[config.mk]
export PLATFORM = sky130hd
export DESIGN_NAME = sbff_core
export DESIGN_NICKNAME = d
export VERILOG_FILES = /design/src/rtl/sbff_pkg.sv /design/src/rtl/sbff_core.sv
export SDC_FILE = /design/constraint.sdc
export NUM_CORES = 1
export LEC_CHECK = 0
export BUFFER_PORTS_ARGS = -buffer_cell sky130_fd_sc_hd__buf_2
export CAP_MARGIN = 20
export CORE_UTILIZATION = 30
export CTS_CLUSTER_DIAMETER = 100
export DETAILED_ROUTE_END_ITERATION = 8
export HOLD_SLACK_MARGIN = 0.08
export PLACE_DENSITY = 0.58
export SKIP_LAST_GASP = 1
export SLEW_MARGIN = 20
export SYNTH_ARGS = -nofsm -noshare
export SYNTH_HDL_FRONTEND = slang
export SYNTH_SLANG_ARGS = --single-unit
[constraint.sdc]
create_clock -name aclk -period 5.6 [get_ports aclk]
set_input_delay 0.84 -clock aclk [delete_from_list [all_inputs] [get_ports aclk]]
set_output_delay 0.84 -clock aclk [all_outputs]
set_load 0.01 [all_outputs]
[src/rtl/sbff_pkg.sv]
/*
 * sbff_pkg: register offsets, field positions, fifo sizes and mode codes
 * of the serial channel buffer/FIFO/flag block.
 * assumes: an AXI4-Lite slave with 32-bit data, one aligned word per register.
 */
package sbff_pkg;
    localparam logic [7:0] SBFF_OFS_CTRL   = 8'h00; // channel_control: errors, clock dir
    localparam logic [7:0] SBFF_OFS_MODE0  = 8'h04; // mode_control_zero: mode field
    localparam logic [7:0] SBFF_OFS_MODE1  = 8'h08; // mode_control_one: duplex field
    localparam logic [7:0] SBFF_OFS_MODE2  = 8'h0C; // mode_control_two: depth, flags
    localparam logic [7:0] SBFF_OFS_FCNF   = 8'h10; // fifo_config
    localparam logic [7:0] SBFF_OFS_TFC    = 8'h14; // tx_fifo_control / rx clear
    localparam logic [7:0] SBFF_OFS_DATA   = 8'h18; // tx write / rx read data
    localparam logic [7:0] SBFF_OFS_STAT   = 8'h1C; // fifo fill levels

    // channel_control fields
    localparam int SBFF_CR_FERR  = 2;
    localparam int SBFF_CR_PERR  = 3;
    localparam int SBFF_CR_OERR  = 4;
    localparam int SBFF_CR_CKDIR = 5;
    // mode_control_two fields
    localparam int SBFF_M2_TX_BUFFER_EMPTY_FLAG = 0;
    localparam int SBFF_M2_RBFLL = 1;
    localparam int SBFF_M2_TX_RUNNING_FLAG = 2;
    localparam int SBFF_M2_STOP_LENGTH_SELECT = 4;
    localparam int SBFF_M2_WBUF  = 5;
    // tx_fifo_control fields
    localparam int SBFF_TFC_TFCLR = 0;
    localparam int SBFF_TFC_RFCLR = 1;
    localparam int SBFF_TFC_TX_BUFFER_CLEAR = 2;

    localparam logic [1:0] SBFF_MODE_IO   = 2'h0;
    localparam logic [1:0] SBFF_DPX_HRX   = 2'h1;
    localparam logic [1:0] SBFF_DPX_HTX   = 2'h2;
    localparam logic [1:0] SBFF_DPX_FULL  = 2'h3;
    localparam logic [2:0] SBFF_FIFO_BYTES = 3'h4;
    localparam logic [2:0] SBFF_FIFO_HALF  = 3'h2;
    localparam logic [1:0] SBFF_RESP_OKAY   = 2'h0;
    localparam logic [1:0] SBFF_RESP_SLVERR = 2'h2;
endpackage

[src/rtl/sbff_core.sv]
/*
 * sbff_core: transmit/receive buffers, 4-byte FIFO split by duplex setting,
 * buffer status flags and clear-on-read error flags of one serial channel.
 * assumes: shift engines and sampler outside hand over frames as one-cycle
 * strobes on aclk; the serial clock pin is asynchronous and is synchronised.
 */
// The AXI4-Lite register port and the register offsets were left to the implementer.
// Summary of operation
// tx and rx buffers can double-buffer, depth chosen by a software bit
// rx in uart or clock-input io mode always double-buffers
// other cases single buffer when select is 0, double when 1
// software confirms tx stopped, then writes 1 to tx buffer clear
// buffer clear with tx fifo: move one fifo entry, else set empty flag
// peer must not drive external serial clock while tx is stopped
// fifo enabled only when depth select and fifo enable both 1
// software clears fifos after setting duplex and enabling fifo
// duplex 01: 4 rx, 10: 4 tx, 11: 2 rx plus 2 tx
// buffer-full and buffer-empty flags meaningful only when double buffered
// rx full set on frame into buffer, cleared on buffer read
// tx empty set on move to shifter, cleared on buffer write
// three error flags in channel control, cleared when it is read
// error flag meaning depends on mode and clock direction
// overrun set when next frame completes before buffer is read
// with rx fifo, no overrun until all usable fifo bytes full
// clock-output io mode stops driving serial clock when overrun sets
// software reads channel control before leaving clock-output io mode
// uart parity flag set when computed and received parity differ
// clock-input io: clock edge after shifter done, buffer empty, sets underrun
// clock-output io: underrun flag set when all shifted and clock stopped
// framing error from first stop bit only; zero in io mode
// mode field 00 selects io mode, other values uart
// io clock direction bit 0 drives clock, 1 takes it from pin
// fifos are first in first out, clear empties at once
// with rx fifo, rx buffer passes entries on whenever space free
`timescale 1ns/1ps
`default_nettype none
module sbff_core
    import sbff_pkg::*;
(
    input  wire logic        aclk,            // system clock, 25 MHz
    input  wire logic        aresetn,         // synchronous reset, active low
    input  wire logic [7:0]  s_axi_awaddr,    // write address
    input  wire logic        s_axi_awvalid,   // write address valid
    output logic             s_axi_awready,   // write address ready
    input  wire logic [31:0] s_axi_wdata,     // write data
    input  wire logic [3:0]  s_axi_wstrb,     // write strobes
    input  wire logic        s_axi_wvalid,    // write data valid
    output logic             s_axi_wready,    // write data ready
    output logic [1:0]       s_axi_bresp,     // write response
    output logic             s_axi_bvalid,    // write response valid
    input  wire logic        s_axi_bready,    // write response ready
    input  wire logic [7:0]  s_axi_araddr,    // read address
    input  wire logic        s_axi_arvalid,   // read address valid
    output logic             s_axi_arready,   // read address ready
    output logic [31:0]      s_axi_rdata,     // read data
    output logic [1:0]       s_axi_rresp,     // read response
    output logic             s_axi_rvalid,    // read data valid
    input  wire logic        s_axi_rready,    // read data ready
    input  wire logic        rx_frame_done,   // pulse: frame complete in rx shifter
    input  wire logic [7:0]  rx_frame_data,   // received byte
    input  wire logic        rx_parity_bit,   // received parity bit
    input  wire logic        rx_parity_en,    // parity present in frame
    input  wire logic        rx_stop_bit,     // first stop bit sampled at centre
    input  wire logic        tx_shift_take,   // pulse: tx shifter takes a byte
    input  wire logic        tx_shift_idle,   // tx shifter finished output
    input  wire logic        tx_running_flag, // transmit engine active
    input  wire logic        serial_clock_pin,// serial clock pin input (async)
    output logic             tx_buf_valid,    // byte ready for the tx shifter
    output logic [7:0]       tx_buf_data,     // byte offered to the tx shifter
    output logic             sclk_out_en      // drive enable for serial clock
);
    import sbff_pkg::*;

    // registers
    logic [1:0] mode_r, dpx_r;
    logic       wbuf_r, cnfg_r, ckdir_r, stop_length_select_r;
    logic       oerr_r, perr_r, ferr_r;
    logic       rbfll_r, tx_buffer_empty_flag_r;
    logic [7:0] rbuf_r, tbuf_r;
    logic       tbuf_full_r;
    logic [7:0] rf_mem [0:3];
    logic [7:0] tf_mem [0:3];
    logic [1:0] rf_wp_r, rf_rp_r, tf_wp_r, tf_rp_r;
    logic [2:0] rf_cnt_r, tf_cnt_r;
    logic       sc_s1_r, sc_s2_r, sc_s3_r;
    logic       clk_stopped_r;
    logic       aw_hold_r, w_hold_r;
    logic [7:0] aw_addr_r;
    logic [31:0] w_data_r;

    // mode decode
    wire io_mode    = (mode_r == SBFF_MODE_IO);
    wire io_ckin    = io_mode && ckdir_r;
    wire io_ckout   = io_mode && !ckdir_r;
    wire tx_double  = wbuf_r;
    wire rx_double  = wbuf_r || !io_mode || io_ckin;
    wire fifo_on    = wbuf_r && cnfg_r;
    wire [2:0] rf_cap = !fifo_on ? 3'h0 :
                        dpx_r == SBFF_DPX_HRX  ? SBFF_FIFO_BYTES :
                        dpx_r == SBFF_DPX_FULL ? SBFF_FIFO_HALF : 3'h0;
    wire [2:0] tf_cap = !fifo_on ? 3'h0 :
                        dpx_r == SBFF_DPX_HTX  ? SBFF_FIFO_BYTES :
                        dpx_r == SBFF_DPX_FULL ? SBFF_FIFO_HALF : 3'h0;
    wire rf_en = (rf_cap != 3'h0);
    wire tf_en = (tf_cap != 3'h0);

    // bus decode: write fires once address and data are both held
    wire aw_take = s_axi_awvalid && s_axi_awready;
    wire w_take  = s_axi_wvalid && s_axi_wready;
    wire wr_go   = aw_hold_r && w_hold_r && !s_axi_bvalid;
    wire rd_go   = s_axi_arvalid && s_axi_arready;
    wire wr_data = wr_go && aw_addr_r == SBFF_OFS_DATA;
    wire wr_tfc  = wr_go && aw_addr_r == SBFF_OFS_TFC;
    wire rd_data = rd_go && s_axi_araddr == SBFF_OFS_DATA;
    wire rd_ctrl = rd_go && s_axi_araddr == SBFF_OFS_CTRL;
    wire tb_clr  = wr_tfc && w_data_r[SBFF_TFC_TX_BUFFER_CLEAR];
    wire tf_clr  = wr_tfc && w_data_r[SBFF_TFC_TFCLR];
    wire rf_clr  = wr_tfc && w_data_r[SBFF_TFC_RFCLR];
    wire wr_map  = aw_addr_r <= SBFF_OFS_STAT && aw_addr_r[1:0] == 2'h0;
    wire rd_map  = s_axi_araddr <= SBFF_OFS_STAT && s_axi_araddr[1:0] == 2'h0;

    // receive path: buffer drains into fifo whenever room
    wire rf_free  = rf_en && rf_cnt_r < rf_cap;
    wire rb_to_rf = rbfll_r && rf_free && !rf_clr;
    wire rf_pop   = rd_data && rf_en && rf_cnt_r != 3'h0;
    wire rb_pop   = rd_data && !(rf_en && rf_cnt_r != 3'h0);
    wire rb_room  = !rbfll_r || rb_pop || rb_to_rf;
    wire rx_load  = rx_frame_done && rb_room;
    wire rx_ovr   = rx_frame_done && !rb_room;
    wire par_bad  = rx_parity_en && ((^rx_frame_data) != rx_parity_bit);

    // transmit path: buffer refills from fifo
    wire tf_push   = wr_data && tf_en && (tbuf_full_r || tf_cnt_r != 3'h0)
                     && tf_cnt_r < tf_cap;
    wire tb_write  = wr_data && !tf_push;
    wire tb_take   = tx_shift_take && tbuf_full_r;
    wire tf_to_tb  = tf_en && tf_cnt_r != 3'h0 &&
                     (tb_take || tb_clr || !tbuf_full_r) && !tf_clr;

    // serial clock pin: s1 feeds only s2, edges seen between s2 and s3
    wire sc_edge   = sc_s2_r ^ sc_s3_r;
    wire under_in  = io_ckin && tx_double && sc_edge && tx_shift_idle
                     && !tbuf_full_r;
    wire ckout_end = io_ckout && tx_double && tx_shift_idle && !tbuf_full_r
                     && !tx_running_flag && !clk_stopped_r;

    wire [31:0] ctrl_rd = {26'h0, ckdir_r, oerr_r, perr_r, ferr_r, 2'h0};
    wire [31:0] rd_mux  =
        s_axi_araddr == SBFF_OFS_CTRL  ? ctrl_rd :
        s_axi_araddr == SBFF_OFS_MODE0 ? {30'h0, mode_r} :
        s_axi_araddr == SBFF_OFS_MODE1 ? {30'h0, dpx_r} :
        s_axi_araddr == SBFF_OFS_MODE2 ? {26'h0, wbuf_r, stop_length_select_r, 1'b0,
                                          tx_running_flag, rbfll_r, tx_buffer_empty_flag_r} :
        s_axi_araddr == SBFF_OFS_FCNF  ? {31'h0, cnfg_r} :
        s_axi_araddr == SBFF_OFS_DATA  ? {24'h0, (rf_en && rf_cnt_r != 3'h0)
                                          ? rf_mem[rf_rp_r] : rbuf_r} :
        s_axi_araddr == SBFF_OFS_STAT  ? {25'h0, tf_cnt_r, 1'b0, rf_cnt_r} :
        32'h0;

    // axi handshakes
    always_ff @(posedge aclk) begin
        if (!aresetn) begin
            aw_hold_r     <= 1'b0;
            w_hold_r      <= 1'b0;
            aw_addr_r     <= 8'h00;
            w_data_r      <= 32'h0;
            s_axi_awready <= 1'b0;
            s_axi_wready  <= 1'b0;
            s_axi_bvalid  <= 1'b0;
            s_axi_bresp   <= SBFF_RESP_OKAY;
            s_axi_arready <= 1'b0;
            s_axi_rvalid  <= 1'b0;
            s_axi_rdata   <= 32'h0;
            s_axi_rresp   <= SBFF_RESP_OKAY;
        end else begin
            s_axi_awready <= !aw_hold_r && !aw_take;
            s_axi_wready  <= !w_hold_r && !w_take;
            if (aw_take) begin
                aw_hold_r <= 1'b1;
                aw_addr_r <= s_axi_awaddr;
            end
            if (w_take) begin
                w_hold_r <= 1'b1;
                w_data_r <= s_axi_wstrb[0] ? s_axi_wdata : 32'h0;
            end
            if (wr_go) begin
                s_axi_bvalid <= 1'b1;
                s_axi_bresp  <= wr_map ? SBFF_RESP_OKAY : SBFF_RESP_SLVERR;
            end else if (s_axi_bready) begin
                s_axi_bvalid <= 1'b0;
            end
            if (s_axi_bvalid && s_axi_bready) begin
                aw_hold_r <= 1'b0;
                w_hold_r  <= 1'b0;
            end
            s_axi_arready <= !s_axi_rvalid && !rd_go;
            if (rd_go) begin
                s_axi_rvalid <= 1'b1;
                s_axi_rdata  <= rd_map ? rd_mux : 32'h0;
                s_axi_rresp  <= rd_map ? SBFF_RESP_OKAY : SBFF_RESP_SLVERR;
            end else if (s_axi_rready) begin
                s_axi_rvalid <= 1'b0;
            end
        end
    end

    // configuration registers; wstrb lane 0 holds every field
    always_ff @(posedge aclk) begin
        if (!aresetn) begin
            mode_r  <= 2'h0;
            dpx_r   <= 2'h0;
            wbuf_r  <= 1'b0;
            cnfg_r  <= 1'b0;
            ckdir_r <= 1'b0;
            stop_length_select_r <= 1'b0;
        end else if (wr_go) begin
            if (aw_addr_r == SBFF_OFS_MODE0) mode_r  <= w_data_r[1:0];
            if (aw_addr_r == SBFF_OFS_MODE1) dpx_r   <= w_data_r[1:0];
            if (aw_addr_r == SBFF_OFS_FCNF)  cnfg_r  <= w_data_r[0];
            if (aw_addr_r == SBFF_OFS_CTRL)  ckdir_r <= w_data_r[SBFF_CR_CKDIR];
            if (aw_addr_r == SBFF_OFS_MODE2) begin
                wbuf_r  <= w_data_r[SBFF_M2_WBUF];
                stop_length_select_r <= w_data_r[SBFF_M2_STOP_LENGTH_SELECT];
            end
        end
    end

    // error flags: a setting event wins over the clear-on-read
    always_ff @(posedge aclk) begin
        if (!aresetn) begin
            oerr_r <= 1'b0;
            perr_r <= 1'b0;
            ferr_r <= 1'b0;
        end else begin
            oerr_r <= rx_ovr || (oerr_r && !rd_ctrl);
            perr_r <= (rx_load && !io_mode && par_bad) || under_in || ckout_end
                      || (perr_r && !rd_ctrl);
            ferr_r <= (rx_load && !io_mode && !rx_stop_bit)
                      || (ferr_r && !rd_ctrl);
        end
    end

    // receive buffer and fifo
    always_ff @(posedge aclk) begin
        if (!aresetn) begin
            rbfll_r  <= 1'b0;
            rbuf_r   <= 8'h00;
            rf_wp_r  <= 2'h0;
            rf_rp_r  <= 2'h0;
            rf_cnt_r <= 3'h0;
        end else begin
            if (rx_load) begin
                rbuf_r  <= rx_frame_data;
                rbfll_r <= rx_double;
            end else if (rb_pop || rb_to_rf) begin
                rbfll_r <= 1'b0;
            end
            if (rf_clr) begin
                rf_wp_r  <= 2'h0;
                rf_rp_r  <= 2'h0;
                rf_cnt_r <= 3'h0;
            end else begin
                if (rb_to_rf) begin
                    rf_mem[rf_wp_r] <= rbuf_r;
                    rf_wp_r <= rf_wp_r + 2'h1;
                end
                if (rf_pop) rf_rp_r <= rf_rp_r + 2'h1;
                rf_cnt_r <= rf_cnt_r + {2'h0, rb_to_rf} - {2'h0, rf_pop};
            end
        end
    end

    // transmit buffer and fifo
    always_ff @(posedge aclk) begin
        if (!aresetn) begin
            tbuf_full_r <= 1'b0;
            tbuf_r      <= 8'h00;
            tx_buffer_empty_flag_r     <= 1'b1;
            tf_wp_r     <= 2'h0;
            tf_rp_r     <= 2'h0;
            tf_cnt_r    <= 3'h0;
        end else begin
            if (tf_to_tb) begin
                tbuf_r      <= tf_mem[tf_rp_r];
                tbuf_full_r <= 1'b1;
                tx_buffer_empty_flag_r     <= 1'b0;
            end else if (tb_write) begin
                tbuf_r      <= w_data_r[7:0];
                tbuf_full_r <= 1'b1;
                tx_buffer_empty_flag_r     <= 1'b0;
            end else if (tb_take || tb_clr) begin
                tbuf_full_r <= 1'b0;
                tx_buffer_empty_flag_r     <= 1'b1;
            end
            if (tf_clr) begin
                tf_wp_r  <= 2'h0;
                tf_rp_r  <= 2'h0;
                tf_cnt_r <= 3'h0;
            end else begin
                if (tf_push) begin
                    tf_mem[tf_wp_r] <= w_data_r[7:0];
                    tf_wp_r <= tf_wp_r + 2'h1;
                end
                if (tf_to_tb) tf_rp_r <= tf_rp_r + 2'h1;
                tf_cnt_r <= tf_cnt_r + {2'h0, tf_push} - {2'h0, tf_to_tb};
            end
        end
    end

    // serial clock pin sync and clock output enable
    always_ff @(posedge aclk) begin
        if (!aresetn) begin
            sc_s1_r       <= 1'b0;
            sc_s2_r       <= 1'b0;
            sc_s3_r       <= 1'b0;
            clk_stopped_r <= 1'b0;
            sclk_out_en   <= 1'b0;
            tx_buf_valid  <= 1'b0;
            tx_buf_data   <= 8'h00;
        end else begin
            sc_s1_r <= serial_clock_pin;
            sc_s2_r <= sc_s1_r;
            sc_s3_r <= sc_s2_r;
            // clock output halts on overrun or completed output
            if (!io_ckout || rd_ctrl)
                clk_stopped_r <= 1'b0;
            if (ckout_end || (io_ckout && rx_ovr))
                clk_stopped_r <= 1'b1;
            sclk_out_en  <= io_ckout && !clk_stopped_r && !(rx_ovr || ckout_end);
            tx_buf_valid <= tbuf_full_r && !tb_take;
            tx_buf_data  <= tbuf_r;
        end
    end

    // a frame that finds no room in buffer or fifo must raise overrun next cycle
    ovr_flag_a: assert property (@(posedge aclk) disable iff (!aresetn)
        rx_ovr |=> oerr_r) else $error("overrun not flagged");
    clr_read_a: assert property (@(posedge aclk) disable iff (!aresetn)
        rd_ctrl && !rx_ovr |=> !oerr_r) else $error("overrun not cleared");
    io_ferr_a: assert property (@(posedge aclk) disable iff (!aresetn)
        io_mode && $past(io_mode) && !$past(ferr_r) |-> !ferr_r)
        else $error("framing set in io mode");
    rbfll_set_a: assert property (@(posedge aclk) disable iff (!aresetn)
        rx_load && rx_double && !rf_en |=> rbfll_r) else $error("full not set");
    tx_buffer_empty_flag_clr_a: assert property (@(posedge aclk) disable iff (!aresetn)
        tb_write |=> !tx_buffer_empty_flag_r) else $error("empty not cleared");
    fifo_gate_a: assert property (@(posedge aclk) disable iff (!aresetn)
        !(wbuf_r && cnfg_r) |-> rf_cap == 3'h0 && tf_cap == 3'h0)
        else $error("fifo on without enable");
    rf_bound_a: assert property (@(posedge aclk) disable iff (!aresetn)
        rf_cnt_r <= SBFF_FIFO_BYTES) else $error("rx fifo overfilled");
    sclk_stop_a: assert property (@(posedge aclk) disable iff (!aresetn)
        io_ckout && rx_ovr |=> !sclk_out_en) else $error("clock kept on");
    tx_buffer_clear_a: assert property (@(posedge aclk) disable iff (!aresetn)
        tb_clr && !tf_en && !tb_write |=> tx_buffer_empty_flag_r) else $error("clear missed");
endmodule
`default_nettype wire

==> qor.csv, run 1 <==
metric,value,unit
IO Count,126,
post-CTS sizing,0,
CTS H-tree lvls,4,
worst skew pair latency,0.42,ns
GRT overflow,0,
Final Power,0.00247,W
maximum vdd drop,0.000190,V
most frequent cells after synthesis,"95 x dfxtp_1, 64 x edfxtp_1, 48 x nand2_1, 42 x a21oi_1, 41 x nor2_1",
RSZ-0062 raised after global routing,false,
crit path max-delay cell type,dfxtp_1,
die height,153,um
die area,23300,um2
most common cell in the netlist,dfxtp_1,
Fin Clk Skew,0.0108,ns
IO buf count,72,
TritonCTS clock tree,yes,
gpl congestion,0.813,
Worst-path clk slew,0.07,ns
clk sinks,159,
DRC,2,
final setup TNS,0,ns
largest stage delay on the critical path,0.48,ns
Critical Path RT,5.91,ns
initial antenna violation count,2,
vias in the first global route,4338,
final hold slack,0.452,ns
Yosys cell types,61,
Worst Tran Pin Value,1.08,ns
Setup Crit Path Kind,reg2reg,
post-DP HPWL,10.8,mm
Post-CTS Setup Inserts,0,
pin count of the biggest net entering global routing,46,
share of the synthesized area in the top cell type,0.282,
final period utilization,0.611,
most frequent CP cell,ha_1,
post-DR wirelength/cell,15.9,um
crit path time final,3.42,ns
via count,4503,
failing checks,design-rule violations,
status,"finished, violations left",
Power Density,312,nW/um2
normalized max-slew margin,0.278,
Syn Area/Cell,11.5,um2
Row Count,54,
Core Region,22000,um2
Pre-Repair DR Iteration Count,9,
Starting Density,0.309,
number of diodes,0,
Synth Flop Type,dfxtp_1,
Post-Syn Area,6820,um2
crit path launch type,flip-flop,
DP Worst Slack,2.09,ns
synthesis warning total,0,
drt initial violations,333,
Synth area leader,edfxtp_1,
number of synthesized register bits,159,
worst-path cell chain,"nand3_1, or2_2, ha_1, a2111oi_2, nand4_1, ha_1, inv_1, ha_1, inv_1, fa_1, xor2_1, xnor2_1, nor2_1",
WP data arrival,3.73,ns
final setup fails,0,
Post-synth EDFFs,64,
"top cells by area, synth","edfxtp_1 28%, dfxtp_1 28%, mux4_2 5.3%, a21oi_1 3.1%, buf_4 3.0%",
fin worst setup slack,2.18,ns
Global Route Usage Sum,0.137,
vias per cell,4.73,
hold crit path type,reg2reg,
first-pass GRT wire length,24.3,mm
asr flop ratio synth,0,
root buffer cell,clkbuf_16,
"Max FO, Critical Path",6,
reg-to-reg setup timing slack,2.18,ns
# nets final,750,
Hold Buf Count CTS,0,
Post-Synthesis Cells,592,
max cap viols,0,
CTS Buffer Depth,2,
final-report hold violation count,0,
share of layout cells above drive strength 1,0.208,
TritonCTS Buffers,17,
endpoint class of the critical path,flip-flop,
Leak Pwr,2.94,nW
Die Span X,153,um
Final ANT Viol Nets,0,
final wirelength,15.2,mm
maximum clock frequency,0.292,GHz
fin. max-slew vios,0,
sequential cell area fraction in the yosys report,0.561,
synthesis-to-layout area growth,16.0,%
## stage by stage
stage	util	cells	area (um2)
finish	0.359	952	7910
global route	0.359	952	7910
CTS	0.359	952	7910
detailed placement	0.333	920	7340
global placement	0.333	920	7340
floorplan	-	617	6910
## power breakdown
group	total [W]	internal, W	switching, W
registers	0.00123	0.00121	0.0000161
clock network	0.00113	0.000595	0.000531
logic	0.000111	0.0000401	0.0000711
total	0.00247	0.00185	0.000618
## flip-flops by register name, indices dropped and copies added (netlist names), 3 cells and up, named ones only
register	count
tbuf_r	8
w_data_r	8
aw_addr_r	8
rbuf_r	8
tf_mem	32
rf_mem	32
tf_cnt_r	3
tx_buf_data	8
s_axi_rdata	8
rf_cnt_r	3
## critical path: cells and delay by family (launching register included)
family / cells / cell delay, ns
fa+ha+maj: 4 / 1.15
simple gates: 4 / 0.85
flops: 1 / 0.48
compound gates: 1 / 0.41
xor+xnor: 2 / 0.30
buf+inv: 2 / 0.10
## logic make-up after synthesis
family | Yosys count | share of synthesized area
fa+ha+maj | 16 | 0.0316
xor+xnor | 18 | 0.0231
other cells | 1 | 0.000550
flops | 159 | 0.561
buf+inv | 67 | 0.0529
compound gates | 100 | 0.0914
mux | 43 | 0.0938
simple gates | 188 | 0.146
## layout by cell type, fill, tap and decap left out, drive strengths merged, types with 14 or more instances in the layout
cell    instances
buf            73
a21oi          42
mux4           16
nand2          48
dfxtp          95
ha             14
nand3          22
o21ai          24
edfxtp         64
and2           25
inv            28
clkbuf         18
conb           26
nor2           43
mux2i          20
## metal layers
metal	track usage	wire length, um	up-vias
met4	0.0534	267	4
met2	0.218	7180	97
met5	0	25	-
li1	-	-	2222
met1	0.180	7070	2157
met3	0.0301	623	23
## final timing paths
path	from	end	depth (start not counted)
setup / recovery	tx_double	tf_cnt_r[2]	13
hold / removal	sc_s1_r	sc_s2_r	1
setup reg to reg	tx_double	tf_cnt_r[2]	13
hold reg to reg	sc_s1_r	sc_s2_r	1
## cell type report
class / count / area (um2)
multi-input combinational: 391 / 2730
inverter: 17 / 63.8
fill: 2209 / 14100
tap: 280 / 350
sequential: 159 / 3820
clock buffer: 18 / 429
clock inverter: 14 / 140
timing repair buffer: 73 / 368
No activity file was read; power rests on OpenSTA's default activity.
==> run 2: changes to the inputs <==
- PLACE_DENSITY: 0.58 -> 0.6
- clock period: 5.6 -> 2.8 ns (I/O delays scaled with it)
==> run 2 against run 1 <==
The flow still finishes with violations (design-rule violations); worst hold slack worse by 0.26 ns; sequential share of layout area decreased by 1.5 points; count of clock-buffer cells in the layout is 1 lower; core utilization rose by 1.3 points; global-route usage is 0.075 points higher; fmax grew 25%; power rose by 97%; critical path type unchanged; critical endpoint is now tf_mem[3][2].
==> qor.csv, run 2 (synthesis gave the netlist of run 1 again) <==
metric,value,unit
Leak Pwr,3.07,nW
crit path max-delay cell type,and2_1,
die area,23300,um2
Top delay family on crit path,simple AND/OR/NAND/NOR gates,
pin count of the biggest net entering global routing,20,
final setup fails,0,
most frequent cells in the layout,"91 x dfxtp_1, 72 x buf_2, 64 x edfxtp_1",
Worst-path clk slew,0.06,ns
DRC,2,
vias in the first global route,4399,
via count,4589,
TritonCTS clock tree,yes,
"non-filler cells, final",977,
# nets final,774,
"Max FO, Critical Path",8,
die height,153,um
maximum vdd drop,0.000428,V
maximum clock frequency,0.364,GHz
final-report hold violation count,0,
CP Buf/Inv Count,3,
vias per cell,4.70,
final period utilization,0.980,
GRT overflow,0,
"commonest non-fill, non-tap cell in the layout",dfxtp_1,
WP data arrival,2.83,ns
Worst Tran Pin Value,1.03,ns
status,"finished, violations left",
TritonCTS Buffers,17,
final hold slack,0.192,ns
Pre-Repair DR Iteration Count,9,
largest stage delay on the critical path,0.42,ns
crit path time final,2.74,ns
first-pass GRT wire length,24.2,mm
worst skew pair latency,0.43,ns
initial antenna violation count,2,
share of layout cells above drive strength 1,0.261,
synthesis-to-layout area growth,20.0,%
gpl congestion,0.759,
biggest regs,"rf_mem x32, tf_mem x32",
Setup Crit Path Kind,reg2reg,
Critical Path RT,2.88,ns
drt initial violations,270,
area of the multi-input gates,2830,um2
clk sinks,159,
Power Density,594,nW/um2
hold crit path type,in2reg,
CTS Buffer Depth,2,
RSZ-0062 raised after global routing,true,
post-DP HPWL,11.3,mm
fin. max-slew vios,0,
worst-path cell chain,"nand3_2, or2_4, ha_4, a2111oi_4, nand4_1, buf_4, buf_4, buf_4, nor2_1, and2_1",
fill cell count,2184,
Starting Density,0.309,
Fin Clk Skew,0.00991,ns
Die Span X,153,um
Row Count,54,
max cap viols,0,
post-DR wirelength/cell,15.7,um
placed cells,939,
IO buf count,72,
most frequent CP cell,buf_4,
Core Region,22000,um2
normalized max-slew margin,0.307,
failing checks,design-rule violations,
Final ANT Viol Nets,0,
final wirelength,15.3,mm
CTS H-tree lvls,4,
IO Count,126,
Global Route Usage Sum,0.137,
crit path launch type,flip-flop,
endpoint class of the critical path,flip-flop,
root buffer cell,clkbuf_16,
storage element area,3840,um2
==> run 2: area by class of cell <==
cell class | instances | share of cell area
flip-flops and latches | 159 | 0.469
multi-input cells | 391 | 0.346
repair buffers | 97 | 0.0670
clock buffers | 17 | 0.0520
well taps | 280 | 0.0428
clock inverters | 15 | 0.0153
inverters | 17 | 0.00780
diodes | 1 | 0.000306
==> run 2: power by group <==
| group | leakage [nW] | internal (W) | switching [W] |
|---|---|---|---|
| clock | 0.267 | 0.00116 | 0.00101 |
| combinational | 1.39 | 0.0000873 | 0.000146 |
| sequential | 1.41 | 0.00242 | 0.0000302 |
| total | 3.07 | 0.00367 | 0.00119 |
==> run 2: metrics by stage <==
step                total power [W]  instance area [um2]  setup TNS [ns]   util  worst slack, ns
floorplan                   0.00266                 7010         -0.0279      -          -0.0264
global route                0.00503                 8180           -1.09  0.371          -0.0783
CTS                         0.00491                 8160               0  0.371          0.00523
global placement            0.00274                 7580               0  0.344           0.0267
finish                      0.00486                 8180               0  0.371           0.0558
detailed placement          0.00274                 7580        -0.00154  0.344         -0.00154
==> run 2: final timing paths <==
path                                        from      endpoint  slack (ns)  depth (start not counted)
worst max-delay path                   tx_double  tf_mem[3][2]        0.06                         10
worst min-delay path            serial_clock_pin       sc_s1_r        0.19                          2
worst max register to register         tx_double  tf_mem[3][2]        0.06                         10
worst min register to register           sc_s1_r       sc_s2_r        0.45                          1
==> run 2: timing repair <==
| action | CTS | global route |
|---|---|---|
| setup endpoints to repair | 1 | 18 |
| hold buffers | 0 | 0 |
| setup buffers | 4 | 1 |
| pin swaps | 2 | 8 |
| gates resized for setup | 1 | 4 |
==> run 2: routing by layer <==
metal  vias to the layer above  GRT usage  share of wire
li1                       2277          -              -
met1                      2194      0.182           0.47
met2                        95      0.216           0.47
met3                        21     0.0375          0.049
met4                         2     0.0467          0.015
met5                         -          0        0.00078
==> run 3: changes to the inputs <==
- CORE_ASPECT_RATIO: unset -> 0.6
- MAX_ROUTING_LAYER: unset -> met4
==> run 3 against run 2 <==
Critical path depth up 3; the flow now finishes without violations; first-iteration DRC count up 53%; clock power up 7%; wire length up 12%.
==> qor.csv, run 3 (synthesis gave the netlist of run 1 again) <==
metric,value,unit
status,"complete, no violations",
post-DR wirelength/cell,17.0,um
biggest regs,"rf_mem x32, tf_mem x32",
CTS Buffer Depth,2,
routed length on met2,6.36,mm
"commonest non-fill, non-tap cell in the layout",dfxtp_1,
post-DP HPWL,12.7,mm
crit path launch,dpx_r[1],
Worst-path clk slew,0.06,ns
via count,4694,
die height,119,um
vias in the first global route,4474,
die area,23300,um2
root buffer cell,clkbuf_16,
Setup Crit Path Kind,reg2reg,
WP data arrival,3.08,ns
Core Region,22200,um2
vias per cell,4.66,
DRC,0,
number of diodes,0,
reg2reg start,dpx_r[1],
worst skew pair latency,0.43,ns
hold depth,2,
Reg2Reg Depth,13,
drt initial violations,414,
final period utilization,0.991,
DR WL met3,892,um
crit path time final,2.78,ns
max cap viols,0,
met1 WL,9.76,mm
hold crit path type,in2reg,
Post-CTS Setup Inserts,0,
most frequent cells in the layout,"91 x dfxtp_1, 72 x buf_2, 64 x edfxtp_1",
DP Worst Slack,-0.00860,ns
Fin Clk Skew,0.0142,ns
Hold Buf Count CTS,0,
IO buf count,72,
Row Count,42,
worst setup path endpoint,tf_cnt_r[2],
TritonCTS Buffers,17,
IO Count,126,
reg-to-reg setup timing slack,0.02,ns
Global Route Usage Sum,0.159,
Power Density,607,nW/um2
fin worst setup slack,0.0241,ns
Starting Density,0.307,
final setup fails,0,
synthesis-to-layout area growth,21.6,%
final wirelength,17.2,mm
Critical Path RT,3.11,ns
# nets final,778,
top layer in use,met4,
Leak Pwr,3.13,nW
final-report hold violation count,0,
pin count of the biggest net entering global routing,28,
TritonCTS clock tree,yes,
"Max FO, Critical Path",4,
Final Power,0.00503,W
maximum clock frequency,0.360,GHz
share of layout cells above drive strength 1,0.260,
normalized max-slew margin,0.599,
initial antenna violation count,0,
RR Endpoint,tf_cnt_r[2],
gpl congestion,0.859,
clk sinks,159,
first-pass GRT wire length,26.3,mm
crit path launch type,flip-flop,
RSZ-0062 raised after global routing,true,
fin. max-slew vios,0,
Pre-Repair DR Iteration Count,4,
Die Span X,197,um
Final ANT Viol Nets,0,
GRT overflow,0,
final setup TNS,0,ns
CTS H-tree lvls,4,
endpoint class of the critical path,flip-flop,
Worst Tran Pin Value,0.596,ns
maximum vdd drop,0.000427,V
-- run 3: timing repair --
action | CTS | global route
setup endpoints to repair | 1 | 2
endpoints found under the hold margin | 0 | 0
pin swaps | 1 | 2
resized for setup | 1 | 0
-- run 3: per-stage QoR --
| stage | instance area (um2) | std cells | hold slack, ns | utilization |
|---|---|---|---|---|
| 6_report | 8290 | 1008 | 0.208 | 0.374 |
| 2_1_floorplan | 7010 | 617 | 0.412 | - |
| 5_1_grt | 8290 | 1008 | 0.189 | 0.374 |
| 3_5_place_dp | 7680 | 976 | 0.427 | 0.346 |
| 4_1_cts | 8290 | 1008 | 0.184 | 0.374 |
| 3_3_place_gp | 7680 | 976 | 0.422 | 0.346 |
-- run 3: metal layers --
layer,GRT usage,up-vias
met5,-,-
met4,0.0484,0
met3,0.0374,9
met2,0.180,139
met1,0.261,2263
li1,-,2283
-- run 3: cell type report --
class                      count  area, um2
fill                        2238      13900
sequential                   159       3830
multi-input combinational    391       2830
timing repair buffer         101        578
clock buffer                  24        537
tap                          308        385
clock inverter                 8       63.8
inverter                      17       63.8
-- run 3: worst min path at each step --
| stage | end | slack (ns) | startpoint |
|---|---|---|---|
| floorplan | sc_s2_r | 0.41 | sc_s1_r |
| global placement | sc_s2_r | 0.42 | sc_s1_r |
| detailed placement | sc_s2_r | 0.43 | sc_s1_r |
| CTS | sc_s1_r | 0.18 | serial_clock_pin |
| global route | sc_s1_r | 0.19 | serial_clock_pin |
| finish | sc_s1_r | 0.21 | serial_clock_pin |
-- run 3: worst max-delay path: stages (launching register included) --
cell,delay (ns)
dfxtp_4,0.36
nand3_2,0.08
or2_4,0.24
ha_4,0.22
a2111oi_4,0.30
nand4_1,0.19
ha_1,0.31
inv_1,0.06
ha_1,0.13
inv_1,0.05
fa_1,0.37
xor2_1,0.18
xnor2_1,0.13
nor2_1,0.05
-- run 3: power breakdown --
part	total, W	internal (W)	leakage [nW]	switching, W
combinational	0.000242	0.0000888	1.41	0.000154
clock	0.00233	0.00136	0.302	0.000972
sequential	0.00246	0.00243	1.41	0.0000318
total	0.00503	0.00387	3.13	0.00116
